--- src/hw/crpc_map.vh ---
// register offsets, field positions and reset values for the rate and pll configuration block
`ifndef CRPC_MAP_VH
`define CRPC_MAP_VH
`define CRPC_OFS_PAGE        7'h00
`define CRPC_OFS_RATE        7'h02
`define CRPC_OFS_PLLA        7'h03
`define CRPC_OFS_PLLB        7'h04
`define CRPC_OFS_FRACH       7'h05
`define CRPC_OFS_FRACL       7'h06
`define CRPC_OFS_DPATH       7'h07
`define CRPC_RST_DACDIV      4'h0
`define CRPC_RST_PLLEN       1'h0
`define CRPC_RST_RATIO       4'h2
`define CRPC_RST_PREDIV      3'h0
`define CRPC_RST_INTMUL      6'h01
`define CRPC_RST_FRACH       8'h00
`define CRPC_RST_FRACL       6'h00
`define CRPC_RATIO_C16       4'h0
`define CRPC_RATIO_C17       4'h1
`define CRPC_RATIO_V16       5'h10
`define CRPC_RATIO_V17       5'h11
`define CRPC_PREDIV_C8       3'h0
`define CRPC_PREDIV_V8       4'h8
`define CRPC_DACDIV_LAST     4'hA
`define CRPC_BIT_PLLEN       7
`define CRPC_BIT_BASE        7
`define CRPC_BIT_PAGE        0
`define CRPC_RST_PAGE        1'h0
`define CRPC_RST_BASE        1'h0
`define CRPC_RST_DPLO        6'h00
`define CRPC_RST_RDATA       8'h00
`define CRPC_RST_RATIO_V     5'h02
`define CRPC_RST_PREDIV_V    4'h8
`define CRPC_RST_DIVVAL      3'h1
`define CRPC_DACDIV_UNITY    4'h0
`define CRPC_DIV_ONE         3'h1
`define CRPC_DIV_RSVD        3'h0
`define CRPC_DACDIV_HI       3
`define CRPC_DACDIV_LO       0
`define CRPC_RATIO_HI        6
`define CRPC_RATIO_LO        3
`define CRPC_PREDIV_HI       2
`define CRPC_PREDIV_LO       0
`define CRPC_INTMUL_HI       7
`define CRPC_INTMUL_LO       2
`define CRPC_FRACL_HI        7
`define CRPC_FRACL_LO        2
`define CRPC_DPLO_HI         6
`define CRPC_DPLO_LO         1
`endif

--- src/hw/crpc_regs.v ---
// sample-rate divisor and pll programming registers on the control port
//
// Behaviour
// - dac divisor code sits in rate register bits 3..0, resets to zero, code zero means undivided.
// - bit 7 of pll register a enables the pll, reset value zero.
// - ratio field bits 6..3 decodes 0 as 16, 1 as 17, others as themselves, resets to 0010.
// - pre-division field bits 2..0 decodes 0 as 8, others as themselves, resets to 000.
// - integer multiplier in bits 7..2 of pll register b is its binary code 1..63, resets to one.
// - fraction is 14 bits, its eight upper bits fill the fraction high register, reset zero.
// - the six lower fraction bits sit in bits 7..2 of the fraction low register, reset zero.
// - a datapath bit picks the base sample rate, 48 kHz when clear, 44.1 kHz when set.
// - these registers answer only while page zero is active, set by writing page bit zero.
`timescale 1ns/10ps
`include "crpc_map.vh"
module crpc_regs #(
  parameter AW = 7                        // control port address width
) (
  input  wire          core_clk,          // register clock
  input  wire          rst,               // async reset, active high
  input  wire          wr_en,             // write strobe, one cycle
  input  wire          rd_en,             // read strobe, one cycle
  input  wire [AW-1:0] addr,              // register address within page
  input  wire [7:0]    wr_data,           // write data
  output reg  [7:0]    rd_data,           // read data, registered
  output wire          page_one,          // page one active
  output wire [3:0]    dac_div_code,      // dac divisor code
  output wire [2:0]    dac_div_value,     // dac divisor 1..6, 0 for reserved codes
  output wire          base_sample_rate,  // 0: 48 kHz, 1: 44.1 kHz
  output wire          pll_enable,        // pll on
  output wire [4:0]    pll_ratio,         // decoded ratio 2..17
  output wire [3:0]    pll_prediv,        // decoded pre-division 1..8
  output wire [5:0]    pll_int_mul,       // integer multiplier
  output reg  [13:0]   pll_frac           // fraction as seen by the pll
);

  // control-port state; decoded fields are held in flops so that every
  // field output comes straight from a register
  reg        page_r;        // active page, 0 selects page zero
  reg  [3:0] dacdiv_r;      // dac divisor code
  reg  [2:0] divval_r;      // decoded dac divisor
  reg        base_r;        // base sample rate select
  reg  [5:0] dpath_lo_r;    // datapath bits 6..1, plain storage
  reg        pllen_r;       // pll enable
  reg  [3:0] ratio_r;       // ratio code as written
  reg  [4:0] ratio_val_r;   // decoded ratio
  reg  [2:0] prediv_r;      // pre-division code as written
  reg  [3:0] prediv_val_r;  // decoded pre-division
  reg  [5:0] intmul_r;      // integer multiplier
  reg  [7:0] frach_r;       // fraction high part, staged until the low write
  reg  [5:0] fracl_r;       // fraction low part, kept for readback
  reg  [7:0] rd_data_nxt;   // readback mux

  // one write strobe per register
  wire       wr_page;
  wire       wr_rate;
  wire       wr_dpath;
  wire       wr_plla;
  wire       wr_pllb;
  wire       wr_frach;
  wire       wr_fracl;

  // raw address match, shared by the write and the read decode
  function at_ofs;
    input [AW-1:0] a;
    input [6:0]    ofs;
    begin
      at_ofs = (a == ofs[AW-1:0]);
    end
  endfunction

  // page-zero qualified match; the page is an argument so that @* sees it
  function hit;
    input          pg;
    input [AW-1:0] a;
    input [6:0]    ofs;
    begin
      hit = ~pg && at_ofs(a, ofs);
    end
  endfunction

  // ratio code to ratio: the two lowest codes stand for 16 and 17
  function [4:0] ratio_dec;
    input [3:0] code;
    begin
      if (code == `CRPC_RATIO_C16)
        ratio_dec = `CRPC_RATIO_V16;
      else if (code == `CRPC_RATIO_C17)
        ratio_dec = `CRPC_RATIO_V17;
      else
        ratio_dec = {1'b0, code};
    end
  endfunction

  // pre-division code to divider: code zero stands for 8
  function [3:0] prediv_dec;
    input [2:0] code;
    begin
      if (code == `CRPC_PREDIV_C8)
        prediv_dec = `CRPC_PREDIV_V8;
      else
        prediv_dec = {1'b0, code};
    end
  endfunction

  // dac divisor: codes pair up from 1 (1,2 -> 2; 3,4 -> 3 ...); reserved codes
  // give zero so that a bad write is visible downstream rather than aliased
  function [2:0] div_dec;
    input [3:0] code;
    begin
      if (code > `CRPC_DACDIV_LAST)
        div_dec = `CRPC_DIV_RSVD;
      else if (code == `CRPC_DACDIV_UNITY)
        div_dec = `CRPC_DIV_ONE;
      else
        div_dec = code[3:1] + {2'h0, code[0]} + `CRPC_DIV_ONE;
    end
  endfunction

  // the page register answers on both pages, all others only on page zero
  assign wr_page  = wr_en && at_ofs(addr, `CRPC_OFS_PAGE);
  assign wr_rate  = wr_en && hit(page_r, addr, `CRPC_OFS_RATE);
  assign wr_dpath = wr_en && hit(page_r, addr, `CRPC_OFS_DPATH);
  assign wr_plla  = wr_en && hit(page_r, addr, `CRPC_OFS_PLLA);
  assign wr_pllb  = wr_en && hit(page_r, addr, `CRPC_OFS_PLLB);
  assign wr_frach = wr_en && hit(page_r, addr, `CRPC_OFS_FRACH);
  assign wr_fracl = wr_en && hit(page_r, addr, `CRPC_OFS_FRACL);

  // page select; only bit 0 is kept, the rest reads zero
  always @(posedge core_clk or posedge rst) begin
    if (rst) begin
      page_r <= `CRPC_RST_PAGE;
    end else if (wr_page) begin
      page_r <= wr_data[`CRPC_BIT_PAGE];
    end
  end

  // dac divisor code and its decode, both loaded on the same edge
  always @(posedge core_clk or posedge rst) begin
    if (rst) begin
      dacdiv_r <= `CRPC_RST_DACDIV;
      divval_r <= `CRPC_RST_DIVVAL;
    end else if (wr_rate) begin
      dacdiv_r <= wr_data[`CRPC_DACDIV_HI:`CRPC_DACDIV_LO];
      divval_r <= div_dec(wr_data[`CRPC_DACDIV_HI:`CRPC_DACDIV_LO]);
    end
  end

  // datapath register: base rate bit plus plain storage for its neighbours
  always @(posedge core_clk or posedge rst) begin
    if (rst) begin
      base_r     <= `CRPC_RST_BASE;
      dpath_lo_r <= `CRPC_RST_DPLO;
    end else if (wr_dpath) begin
      base_r     <= wr_data[`CRPC_BIT_BASE];
      dpath_lo_r <= wr_data[`CRPC_DPLO_HI:`CRPC_DPLO_LO];
    end
  end

  // pll register a: enable, ratio and pre-division, codes and decodes together
  always @(posedge core_clk or posedge rst) begin
    if (rst) begin
      pllen_r      <= `CRPC_RST_PLLEN;
      ratio_r      <= `CRPC_RST_RATIO;
      ratio_val_r  <= `CRPC_RST_RATIO_V;
      prediv_r     <= `CRPC_RST_PREDIV;
      prediv_val_r <= `CRPC_RST_PREDIV_V;
    end else if (wr_plla) begin
      pllen_r      <= wr_data[`CRPC_BIT_PLLEN];
      ratio_r      <= wr_data[`CRPC_RATIO_HI:`CRPC_RATIO_LO];
      ratio_val_r  <= ratio_dec(wr_data[`CRPC_RATIO_HI:`CRPC_RATIO_LO]);
      prediv_r     <= wr_data[`CRPC_PREDIV_HI:`CRPC_PREDIV_LO];
      prediv_val_r <= prediv_dec(wr_data[`CRPC_PREDIV_HI:`CRPC_PREDIV_LO]);
    end
  end

  // integer multiplier; the two reserved low bits are dropped on write
  always @(posedge core_clk or posedge rst) begin
    if (rst) begin
      intmul_r <= `CRPC_RST_INTMUL;
    end else if (wr_pllb) begin
      intmul_r <= wr_data[`CRPC_INTMUL_HI:`CRPC_INTMUL_LO];
    end
  end

  // fraction high part, held back from the pll until the low write
  always @(posedge core_clk or posedge rst) begin
    if (rst) begin
      frach_r <= `CRPC_RST_FRACH;
    end else if (wr_frach) begin
      frach_r <= wr_data;
    end
  end

  // fraction low part, kept only for readback
  always @(posedge core_clk or posedge rst) begin
    if (rst) begin
      fracl_r <= `CRPC_RST_FRACL;
    end else if (wr_fracl) begin
      fracl_r <= wr_data[`CRPC_FRACL_HI:`CRPC_FRACL_LO];
    end
  end

  // the pll picks up the fraction only on the low-part write, so a lone high
  // write never tears it; a low write alone reuses the last staged high part
  always @(posedge core_clk or posedge rst) begin
    if (rst) begin
      pll_frac <= {`CRPC_RST_FRACH, `CRPC_RST_FRACL};
    end else if (wr_fracl) begin
      pll_frac <= {frach_r, wr_data[`CRPC_FRACL_HI:`CRPC_FRACL_LO]};
    end
  end

  // readback mux; reserved bits, unmapped addresses and all but the page register on page one read zero
  always @* begin
    rd_data_nxt = `CRPC_RST_RDATA;
    if (at_ofs(addr, `CRPC_OFS_PAGE)) begin
      rd_data_nxt = {7'h00, page_r};
    end else if (hit(page_r, addr, `CRPC_OFS_RATE)) begin
      rd_data_nxt = {4'h0, dacdiv_r};
    end else if (hit(page_r, addr, `CRPC_OFS_PLLA)) begin
      rd_data_nxt = {pllen_r, ratio_r, prediv_r};
    end else if (hit(page_r, addr, `CRPC_OFS_PLLB)) begin
      rd_data_nxt = {intmul_r, 2'h0};
    end else if (hit(page_r, addr, `CRPC_OFS_FRACH)) begin
      rd_data_nxt = frach_r;
    end else if (hit(page_r, addr, `CRPC_OFS_FRACL)) begin
      rd_data_nxt = {fracl_r, 2'h0};
    end else if (hit(page_r, addr, `CRPC_OFS_DPATH)) begin
      rd_data_nxt = {base_r, dpath_lo_r, 1'b0};
    end
  end

  // readback register; holds its value between read strobes
  always @(posedge core_clk or posedge rst) begin
    if (rst) begin
      rd_data <= `CRPC_RST_RDATA;
    end else if (rd_en) begin
      rd_data <= rd_data_nxt;
    end
  end

  // field outputs toward the clock datapath, all straight from flops
  assign page_one         = page_r;
  assign dac_div_code     = dacdiv_r;
  assign dac_div_value    = divval_r;
  assign base_sample_rate = base_r;
  assign pll_enable       = pllen_r;
  assign pll_ratio        = ratio_val_r;
  assign pll_prediv       = prediv_val_r;
  assign pll_int_mul      = intmul_r;

endmodule

--- config.mk ---
export PLATFORM = sky130hd
export DESIGN_NAME = crpc_regs
export DESIGN_NICKNAME = d
export VERILOG_FILES = /design/src/hw/crpc_regs.v
export VERILOG_INCLUDE_DIRS = /design/src /design/src/hw
export SDC_FILE = /design/constraint.sdc
export NUM_CORES = 1
export LEC_CHECK = 0
export ABC_AREA = 1
export ABC_CLOCK_PERIOD_IN_PS = 1840
export BUFFER_PORTS_ARGS = -buffer_cell sky130_fd_sc_hd__buf_4
export CAP_MARGIN = 5
export CORE_MARGIN = 2
export CORE_UTILIZATION = 51
export CTS_BUF_LIST = sky130_fd_sc_hd__clkbuf_2 sky130_fd_sc_hd__clkbuf_4 sky130_fd_sc_hd__clkbuf_8
export DETAILED_ROUTE_END_ITERATION = 10
export HOLD_SLACK_MARGIN = 0.03
export PLACE_DENSITY = 0.79
export SYNTH_ARGS = -nofsm -noshare
export SYNTH_HDL_FRONTEND = slang
export SYNTH_SLANG_ARGS = --single-unit
export TNS_END_PERCENT = 20
--- constraint.sdc ---
create_clock -name core_clk -period 1.84 [get_ports core_clk]
set_input_delay 0.276 -clock core_clk [delete_from_list [all_inputs] [get_ports core_clk]]
set_output_delay 0.276 -clock core_clk [all_outputs]
set_load 0.02 [all_outputs]
After elaboration in Yosys (flattened, before gate mapping)
Cells that the tools add are included.
{ "totals": {"romBits": 0, "input_bits": 19, "ram_bits": 0, "ff_bits": 74, "n_memories": 0, "out_inout_bits": 47, "elab_cells": 55, "latchBits": 0} }
{ "op_classes": {"shift": 0, "n_lt_le_gt_ge": 1, "n_bitwise": 1, "div_mod_pow": 0, "n_eq_ne": 7, "n_reduce_logical": 17, "n_addsub": 2, "mul": 0, "n_mux": 12} }
{ "op_table": {"columns": ["cell", "n"], "rows": [
  ["$mux 8", 7],
  ["$eq 7x3->1 const B", 4],
  ["$eq 7x2->1 const B", 2],
  ["$logic_and 1x1->1", 13],
  ["$mux 5", 2],
  ["$logic_not 4->1", 2],
  ["$logic_not 7->1", 1],
  ["$mux 3", 2],
  ["$eq 4x1->1 const B", 1],
  ["$gt 4x4->1 const B", 1],
  ["$mux 4", 1],
  ["$add 3x1->3", 1],
  ["$add 3x1->3 const B", 1],
  ["$logic_not 3->1", 1],
  ["$not 1->1", 1]
]} }

Longest topological paths before layout
Gate-level depths: netlist of the first run.
{ "logic_depth": {"ltp_word": 9, "depth_mapped": 10, "mapped_depth_nobuf": 10} }

Least setup slack after synthesis of the first run
Ideal clock, no wire load.
{ "synth_timing": {"path_kind": "register to register", "startpoint": "register page_r, in the netlist page_one", "endpoint": "register intmul_r[1], in the netlist pll_int_mul[1]", "setup_ps": 127, "arrival_ps": 1525, "setup_slack_ps": 188, "path_buffers": 1, "stages_incl_launch_ff": 10, "path_cell_list": "dfrtp_1 > nor2_1 > nand2_1 > nor2_2 > nand2_1 > inv_1 > nand2_1 > buf_4 > nand2_1 > o21ai_0"} }
{ "synth_between": {"elab_chain_cells": 3} }
{ "synth_rtl": {"columns": ["element", "line", "source"], "rows": [
  ["start, declared", "crpc_regs.v:38", "reg page_r;"],
  ["start signal, assigned", "crpc_regs.v:131", "page_r <= `CRPC_RST_PAGE;"],
  ["start signal, assigned", "crpc_regs.v:133", "page_r <= wr_data[`CRPC_BIT_PAGE];"],
  ["$not 1->1", "crpc_regs.v:77", "hit = ~pg && at_ofs(a, ofs);"],
  ["$logic_and 1x1->1", "crpc_regs.v:77", null],
  ["$logic_and 1x1->1", "crpc_regs.v:124", "assign wr_pllb = wr_en && hit(page_r, addr, `CRPC_OFS_PLLB);"],
  ["end signal, assigned", "crpc_regs.v:179", "intmul_r <= `CRPC_RST_INTMUL;"],
  ["end signal, assigned", "crpc_regs.v:181", "intmul_r <= wr_data[`CRPC_INTMUL_HI:`CRPC_INTMUL_LO];"],
  ["end, declared", "crpc_regs.v:48", "reg [5:0] intmul_r;"]
]} }
No other way between the ends.
A chain may end at the register's enable or synchronous reset.

Final worst setup path of the first run
{ "layout_timing": {"startpoint": "register page_r, in the netlist page_one", "endpoint": "register divval_r[0], in the netlist dac_div_value[0]"} }
{ "layout_between": {"elab_chain_cells": 3} }
{ "layout_rtl": {"columns": ["element", "line", "source"], "rows": [
  ["$not 1->1", "crpc_regs.v:77", null],
  ["$logic_and 1x1->1", "crpc_regs.v:77", null],
  ["$logic_and 1x1->1", "crpc_regs.v:121", "assign wr_rate = wr_en && hit(page_r, addr, `CRPC_OFS_RATE);"],
  ["end signal, assigned", "crpc_regs.v:141", "divval_r <= `CRPC_RST_DIVVAL;"],
  ["end signal, assigned", "crpc_regs.v:144", "divval_r <= div_dec(wr_data[`CRPC_DACDIV_HI:`CRPC_DACDIV_LO]);"],
  ["end, declared", "crpc_regs.v:40", "reg [2:0] divval_r;"]
]} }
No other way between the ends.

==> results of run 1 <==
==> worst paths after layout <==
kind,start,end,slack [ns],cells past startpoint
worst min-delay path,rst,pll_frac[6],0.03,3
worst max register to register,page_one,dac_div_value[0],0.20,7
max in group asynchronous,rst,pll_int_mul[0],1.48,3
min in group core_clk,wr_data[4],pll_ratio[1],0.18,3
worst max-delay path,page_one,dac_div_value[0],0.20,7
worst min register to register,pll_prediv[3],pll_prediv[3],0.47,2
==> metal layers <==
metal  global-route usage [%]  vias up  share of wire [%]  routed length, µm
li1                         -     1309                  -                  -
met1                     32.4     1278                 44               3160
met2                     38.1       87                 49               3500
met3                     3.78       14                5.0                361
met4                     9.66        0                1.8                126
met5                        0        -                  0                  0
==> Yosys cell counts (2+ instances only) <==
master | n | area, µm²
nand2_1 | 124 | 465
dfrtp_1 | 63 | 1580
o21ai_0 | 49 | 245
inv_1 | 32 | 120
nand3_1 | 18 | 90.1
nor2_1 | 14 | 52.6
a21oi_1 | 9 | 45.0
dfstp_2 | 5 | 131
ha_1 | 4 | 50.1
mux2_2 | 4 | 45.0
nand4_1 | 4 | 25.0
buf_2 | 3 | 15.0
buf_6 | 3 | 33.8
inv_2 | 3 | 11.3
nand2_2 | 3 | 18.8
a31oi_1 | 2 | 12.5
nor3_1 | 2 | 10.0
o21ai_1 | 2 | 10.0
==> cells by family after synthesis <==
family                     Yosys count
and+or+nand+nor                    169
DFF                                 68
AOI/OAI and AO/OA                   65
buffers and inverters               44
muxes                                4
adders and majority gates            4
xor gates and xnor gates             1
==> state kept, by name (all words and copies together), names as in the netlist, 3 cells and up <==
signal,cells
fracl_r,5
dpath_lo_r,6
pll_frac,9
dac_div_code,4
ratio_r,4
rd_data,8
pll_int_mul,6
pll_ratio,5
prediv_r,3
pll_prediv,4
dac_div_value,3
frach_r,8
==> layout make-up <==
class                   instances  share of cell area, %
inverters                      36                   3.55
clock inverters                 5                   1.92
repair buffers                 78                   15.3
multi-input cells             243                   29.5
well taps                      75                   2.40
clock buffers                  11                   3.71
flip-flops and latches         68                   43.7
==> worst max-delay path, delay by kind of cell (launching register included) <==
family          cells  cell delay [ns]
compound gates      1             0.23
flops               1             0.42
simple gates        3             0.48
buf+inv             3             0.43
==> power by group through the flow <==
| stage | Clock, mW | Combinational, mW | Sequential (mW) |
|---|---|---|---|
| after global placement | 0 | 0.402 | 1.69 |
| after global routing | 1.44 | 0.461 | 1.68 |
| after CTS | 1.36 | 0.415 | 1.67 |
| final | 1.35 | 0.414 | 1.67 |
| after detailed placement | 0 | 0.413 | 1.69 |
| after floorplan | 0 | 0.156 | 1.75 |
==> through the flow <==
stage | cells | setup WS [ns]
after detailed placement | 500 | 0.160
final | 516 | 0.203
after floorplan | 355 | 0.188
after CTS | 516 | 0.104
after global placement | 500 | 0.157
after global routing | 516 | 0.0234
==> timing repair <==
item	in CTS	in global routing
hold buffers	0	0
gates resized for setup	0	4
setup endpoints to repair	0	8
==> run_results.csv, run 1 <==
group,metric,value,unit
power_and_ir_drop,pwr-share-clk,39.4,%
global_routing,grt_pass1_wl,11.9,mm
sta,finClkSkew,0.00788,ns
sta,report.final.slew_viol_count,0,
floorplanning,start_util,52.1,%
layout,final_cell_mix,"nand2_1 (123), buf_4 (77), dfrtp_1 (63), o21ai_0 (48), inv_1 (31)",
setup_path,critPathMaxFanout,12,
setup_path,path_cells,"inv_1 -> nand3_1 -> inv_1 -> nand3_1 -> nor2_2 -> inv_1 -> o31ai_2",
synth,syn_inst,355,
layout,nNetsFinal,459,
setup_path,worstSetupPathType,"register to register",
synth,synth_xor_xnor_area_share,0.288,%
placement,hpwl,5.33,mm
route,first_pass_iters,5,
run,drv_cap,0,
floorplanning,rows,28,
floorplanning,num_io_pins,66,
sta,relSlewSlack,73.3,%
placement,gp_congestion,0.897,
route,route.detailed.wl_per_inst,13.9,µm
sta,hold_viol,0,
worst_hold_path,min_path_type,"input pin to asynchronous set/reset pin",
route,drt-total-wl,7.15,mm
sta,setup_viol,0,
layout,drive_gt1_share,26.8,%
setup_path,cpMaxStageDelayCell,"dfrtp_1",
sta,whs,0.0284,ns
setup_path,arrival,1.88,ns
global_routing,grt_overflow_total,0,
layout,multi_input_area,0.00115,mm²
floorplanning,die-area,0.00661,mm²
global_routing,track_usage,23.8,%
sta,max_freq,611,MHz
synth,synth_top_family_by_area,"simple AND/OR/NAND/NOR gates",
global_routing,grt_pass1_vias,2576,
synth,synth_warnings,0,
power_and_ir_drop,powerDensity,877,mW/mm²
power_and_ir_drop,seqPwrFrac,48.6,%
layout,area_growth,28.4,%
global_routing,grt_max_degree,69,
synth,synth-simple-area-share,23.0,%
sta,rsz0062_at_grt,"no",
power_and_ir_drop,report.power.total,3.43,mW
sta,finalCriticalPeriod,1.64,ns
clock_network,numCtsBuffers,9,
route,avgViaCountPerCell,5.21,
clock_network,h-tree-depth,3,
layout,final_common_cell,"nand2_1",
setup_path,crit_required,2.08,ns
floorplanning,fp.dieH,81.3,µm
sta,min_period_over_period,89.0,%
synth,synth_flop_cell,"dfrtp_1",
global_routing,antenna_found_initial,0,
layout,antennaDiodeCount,0,
power_and_ir_drop,power_leakage,2.12,nW
run_status,outcome,"finished clean",
placement,dpl_cell_area,0.00368,mm²
clock_network,clk_pin_slew_worst_paths,0.07,ns
synth,yosysUniqueCellTypes,29,
synth,synth_fa_ha_area_share,1.64,%
clock_network,clock_latency,0.33,ns
layout,final_core_util,66.9,%
setup_path,worstSetupEndpointType,"register",
synth,syn-cell-area,0.00305,mm²
synth,synth_edf_count,0,
floorplanning,die_x,81.3,µm
clock_network,cts_num_sinks,68,
clock_network,clockBufferDepth,2,
power_and_ir_drop,intPower,2.57,mW
layout,nFillCells,496,
setup_path,start_kind,"register",
synth,yosysSeqAreaShare,56.1,%
sta,worst_pin_slew,0.400,ns
synth,synth.area.mux_share,1.48,%
setup_path,slowest_delay,0.42,ns
synth,synth_fp_nets,378,
placement,io_buffers,65,
power_and_ir_drop,p_sw_share,25.1,%
layout,fin_area,0.00391,mm²
synth,synth_compound_area_share,11.1,%
clock_network,post-cts-setup-buffers,0,
route,drc,0,
route,vias,2688,
setup_path,crit_top_cell,"inv_1",
sta,tns,0,ns
power_and_ir_drop,switchingPower,0.862,mW
route,drt_iter0_drc,209,
route,final_antenna_net_count,0,
synth,async_flop_share,100,%
power_and_ir_drop,power_frac_comb,12.1,%
power_and_ir_drop,worst_ir_drop_vdd,0.525,mV
synth,postSynthRegisterBits,68,
floorplanning,core-area,0.00585,mm²
clock_network,cts-root-buf,"clkbuf_8",
synth,syn_area_per_cell,8.58,µm²
clock_network,cts_tree,"done",
layout,regArea,0.00171,mm²
Note: power is estimated with default switching activity, not from simulation.
==> inputs of run 2 (changes only) <==
--- a/config.mk
+++ b/config.mk
@@ -10,7 +10,6 @@
 export ABC_CLOCK_PERIOD_IN_PS = 1840
 export BUFFER_PORTS_ARGS = -buffer_cell sky130_fd_sc_hd__buf_4
 export CAP_MARGIN = 5
-export CORE_MARGIN = 2
 export CORE_UTILIZATION = 51
 export CTS_BUF_LIST = sky130_fd_sc_hd__clkbuf_2 sky130_fd_sc_hd__clkbuf_4 sky130_fd_sc_hd__clkbuf_8
 export DETAILED_ROUTE_END_ITERATION = 10
==> run 2 against run 1 <==
The flow now finishes with violations (negative hold slack). Critical path depth did not move. Worst setup slack got worse by 0.0089 ns. Utilization rose by 1.8 points. Flip-flop and latch count did not move. Global-route usage rose by 1.8 points. Sequential share of layout area rose by 0.45 points. Clock skew fell by 0.0024 ns. Critical path type unchanged. Critical endpoint is now fracl_r[0]. Largest cell class unchanged. Largest power group unchanged.
==> run_results.csv, run 2 (synthesis gave the netlist of run 1 again) <==
group,metric,value,unit
global_routing,grt_overflow_total,0,
sta,finalCriticalPeriod,1.65,ns
setup_path,cp-startpoint,"page_one",
run,drv_cap,0,
layout,antennaDiodeCount,0,
clock_network,cts-root-buf,"clkbuf_8",
layout,nNetsFinal,459,
setup_path,cp-endpoint,"fracl_r[0]",
floorplanning,fp.dieH,79.3,µm
layout,largest_register_ffs,9,
setup_path,arrival,1.87,ns
clock_network,ctsHoldBuffers,0,
sta,min_period_over_period,89.5,%
route,drt-total-wl,7.04,mm
sta,hold_viol,1,
setup_path,crit_required,2.06,ns
clock_network,post-cts-setup-buffers,0,
setup_path,r2r.worst_path.cells,7,
layout,final_cell_mix,"nand2_1 (122), buf_4 (77), dfrtp_1 (63), o21ai_0 (48), inv_1 (30)",
clock_network,clk_pin_slew_worst_paths,0.07,ns
power_and_ir_drop,worst_ir_drop_vdd,0.686,mV
layout,final_common_cell,"nand2_1",
floorplanning,num_io_pins,66,
floorplanning,start_util,54.0,%
power_and_ir_drop,powerDensity,843,mW/mm²
sta,rsz0062_at_grt,"no",
sta,whs,-0.00142,ns
route,final_antenna_net_count,0,
setup_path,critPathMaxFanout,12,
worst_hold_path,min_path_type,"input pin to asynchronous set/reset pin",
placement,gp_congestion,0.893,
setup_path,start_kind,"register",
layout,drive_gt1_share,27.0,%
clock_network,cts_tree,"done",
sta,setup_viol,0,
floorplanning,die-area,0.00628,mm²
global_routing,antenna_found_initial,0,
global_routing,grt_max_degree,69,
setup_path,timing.critical_path.buf_inv,2,
route,first_pass_iters,5,
global_routing,grt_pass1_vias,2621,
route,avgViaCountPerCell,5.22,
setup_path,crit_top_cell,"nand2_1",
route,drt_iter0_drc,240,
power_and_ir_drop,report.power.total,3.27,mW
route,route.detailed.wl_per_inst,13.7,µm
clock_network,h-tree-depth,3,
clock_network,clock_latency,0.35,ns
setup_path,path_cells,"inv_1 -> nand3_1 -> nor3_1 -> nand2_1 -> buf_4 -> nand2_1 -> o21ai_0",
setup_path,crit_cells,7,
layout,area_growth,27.1,%
setup_path,cpMaxStageDelayCell,"dfrtp_1",
floorplanning,rows,27,
clock_network,cts_num_sinks,68,
placement,io_buffers,65,
setup_path,crit-reg2reg-launch,"page_one",
sta,fin_ws,0.194,ns
setup_path,reg2reg_to,"fracl_r[0]",
sta,relSlewSlack,75.8,%
route,drc,0,
setup_path,ff2ff_setup_slack,0.19,ns
sta,max_freq,607,MHz
layout,reg_top3,"pll_frac: 9 flops, frach_r: 8 flops, rd_data: 8 flops",
setup_path,critical_path.top_delay_family,"simple AND/OR/NAND/NOR gates",
setup_path,slowest_delay,0.42,ns
sta,report.final.slew_viol_count,0,
setup_path,worstSetupEndpointType,"register",
clock_network,numCtsBuffers,9,
run_status,outcome,"finished, violations left",
global_routing,track_usage,25.6,%
sta,finClkSkew,0.00544,ns
route,vias,2680,
sta,tns,0,ns
floorplanning,core-area,0.00564,mm²
layout,top_register,"pll_frac",
placement,hpwl,5.19,mm
setup_path,worstSetupPathType,"register to register",
power_and_ir_drop,power_leakage,2.11,nW
run_status,violations,"negative hold slack",
clock_network,clockBufferDepth,2,
floorplanning,die_x,79.3,µm
placement,preCtsSetupSlack,0.101,ns
sta,worst_pin_slew,0.363,ns
global_routing,grt_pass1_wl,12.1,mm
[run 2: cell count changes in the layout (fill, tap and decap cells not counted), sizes merged]
cell    before  now
clkbuf      11   10
bufinv       2    1
clkinv       4    6
[run 2: report_power, final]
part	switching [mW]	internal [mW]	leakage (nW)
logic	0.248	0.161	1.10
clock network	0.562	0.629	0.103
registers	0.0673	1.60	0.908
total	0.878	2.39	2.11
[run 2: layout make-up]
cell class,count,area [µm²]
fillers,442,1770
flip-flops and latches,68,1710
multi-input cells,243,1150
repair buffers,78,598
inverters,36,139
clock buffers,10,131
well taps,72,90.1
clock inverters,6,55.1
[run 2: metal layers]
layer	GRT usage, %	share of wire [%]	vias to the layer above
li1	-	-	1307
met1	33.8	44	1272
met2	41.6	49	91
met3	4.37	5.1	10
met4	11.3	1.5	0
met5	0	0	-
[run 2: repair_timing]
| action | CTS | global route |
|---|---|---|
| endpoints found under the setup margin | 0 | 13 |
| endpoints found under the hold margin | 0 | 0 |
| resized for setup | 0 | 5 |
[run 2: worst register-to-register path, delay by kind of cell, from the launching register on]
family                 cells  cell delay, ns
and+or+nand+nor            4            0.68
buffers and inverters      2            0.34
DFF                        1            0.42
AOI/OAI and AO/OA          1            0.07
[run 2: worst min-delay path by stage]
stage,slack [ns],depth (start not counted),to,from
finish,-0.001,3,pll_frac[7],rst
global route,0.06,3,pll_frac[7],rst
CTS,0.03,3,fracl_r[2],rst
detailed placement,0.40,3,frach_r[3],rst
global placement,0.40,3,frach_r[3],rst
floorplan,0.38,1,page_one,wr_en
[run 2: metrics by stage]
step	instance area [µm²]	std cells	util, %
after CTS	3860	513	68.5
final	3870	513	68.6
after global routing	3870	513	68.6
after detailed placement	3680	497	65.2
after global placement	3680	497	65.2
after floorplan	3050	355	-
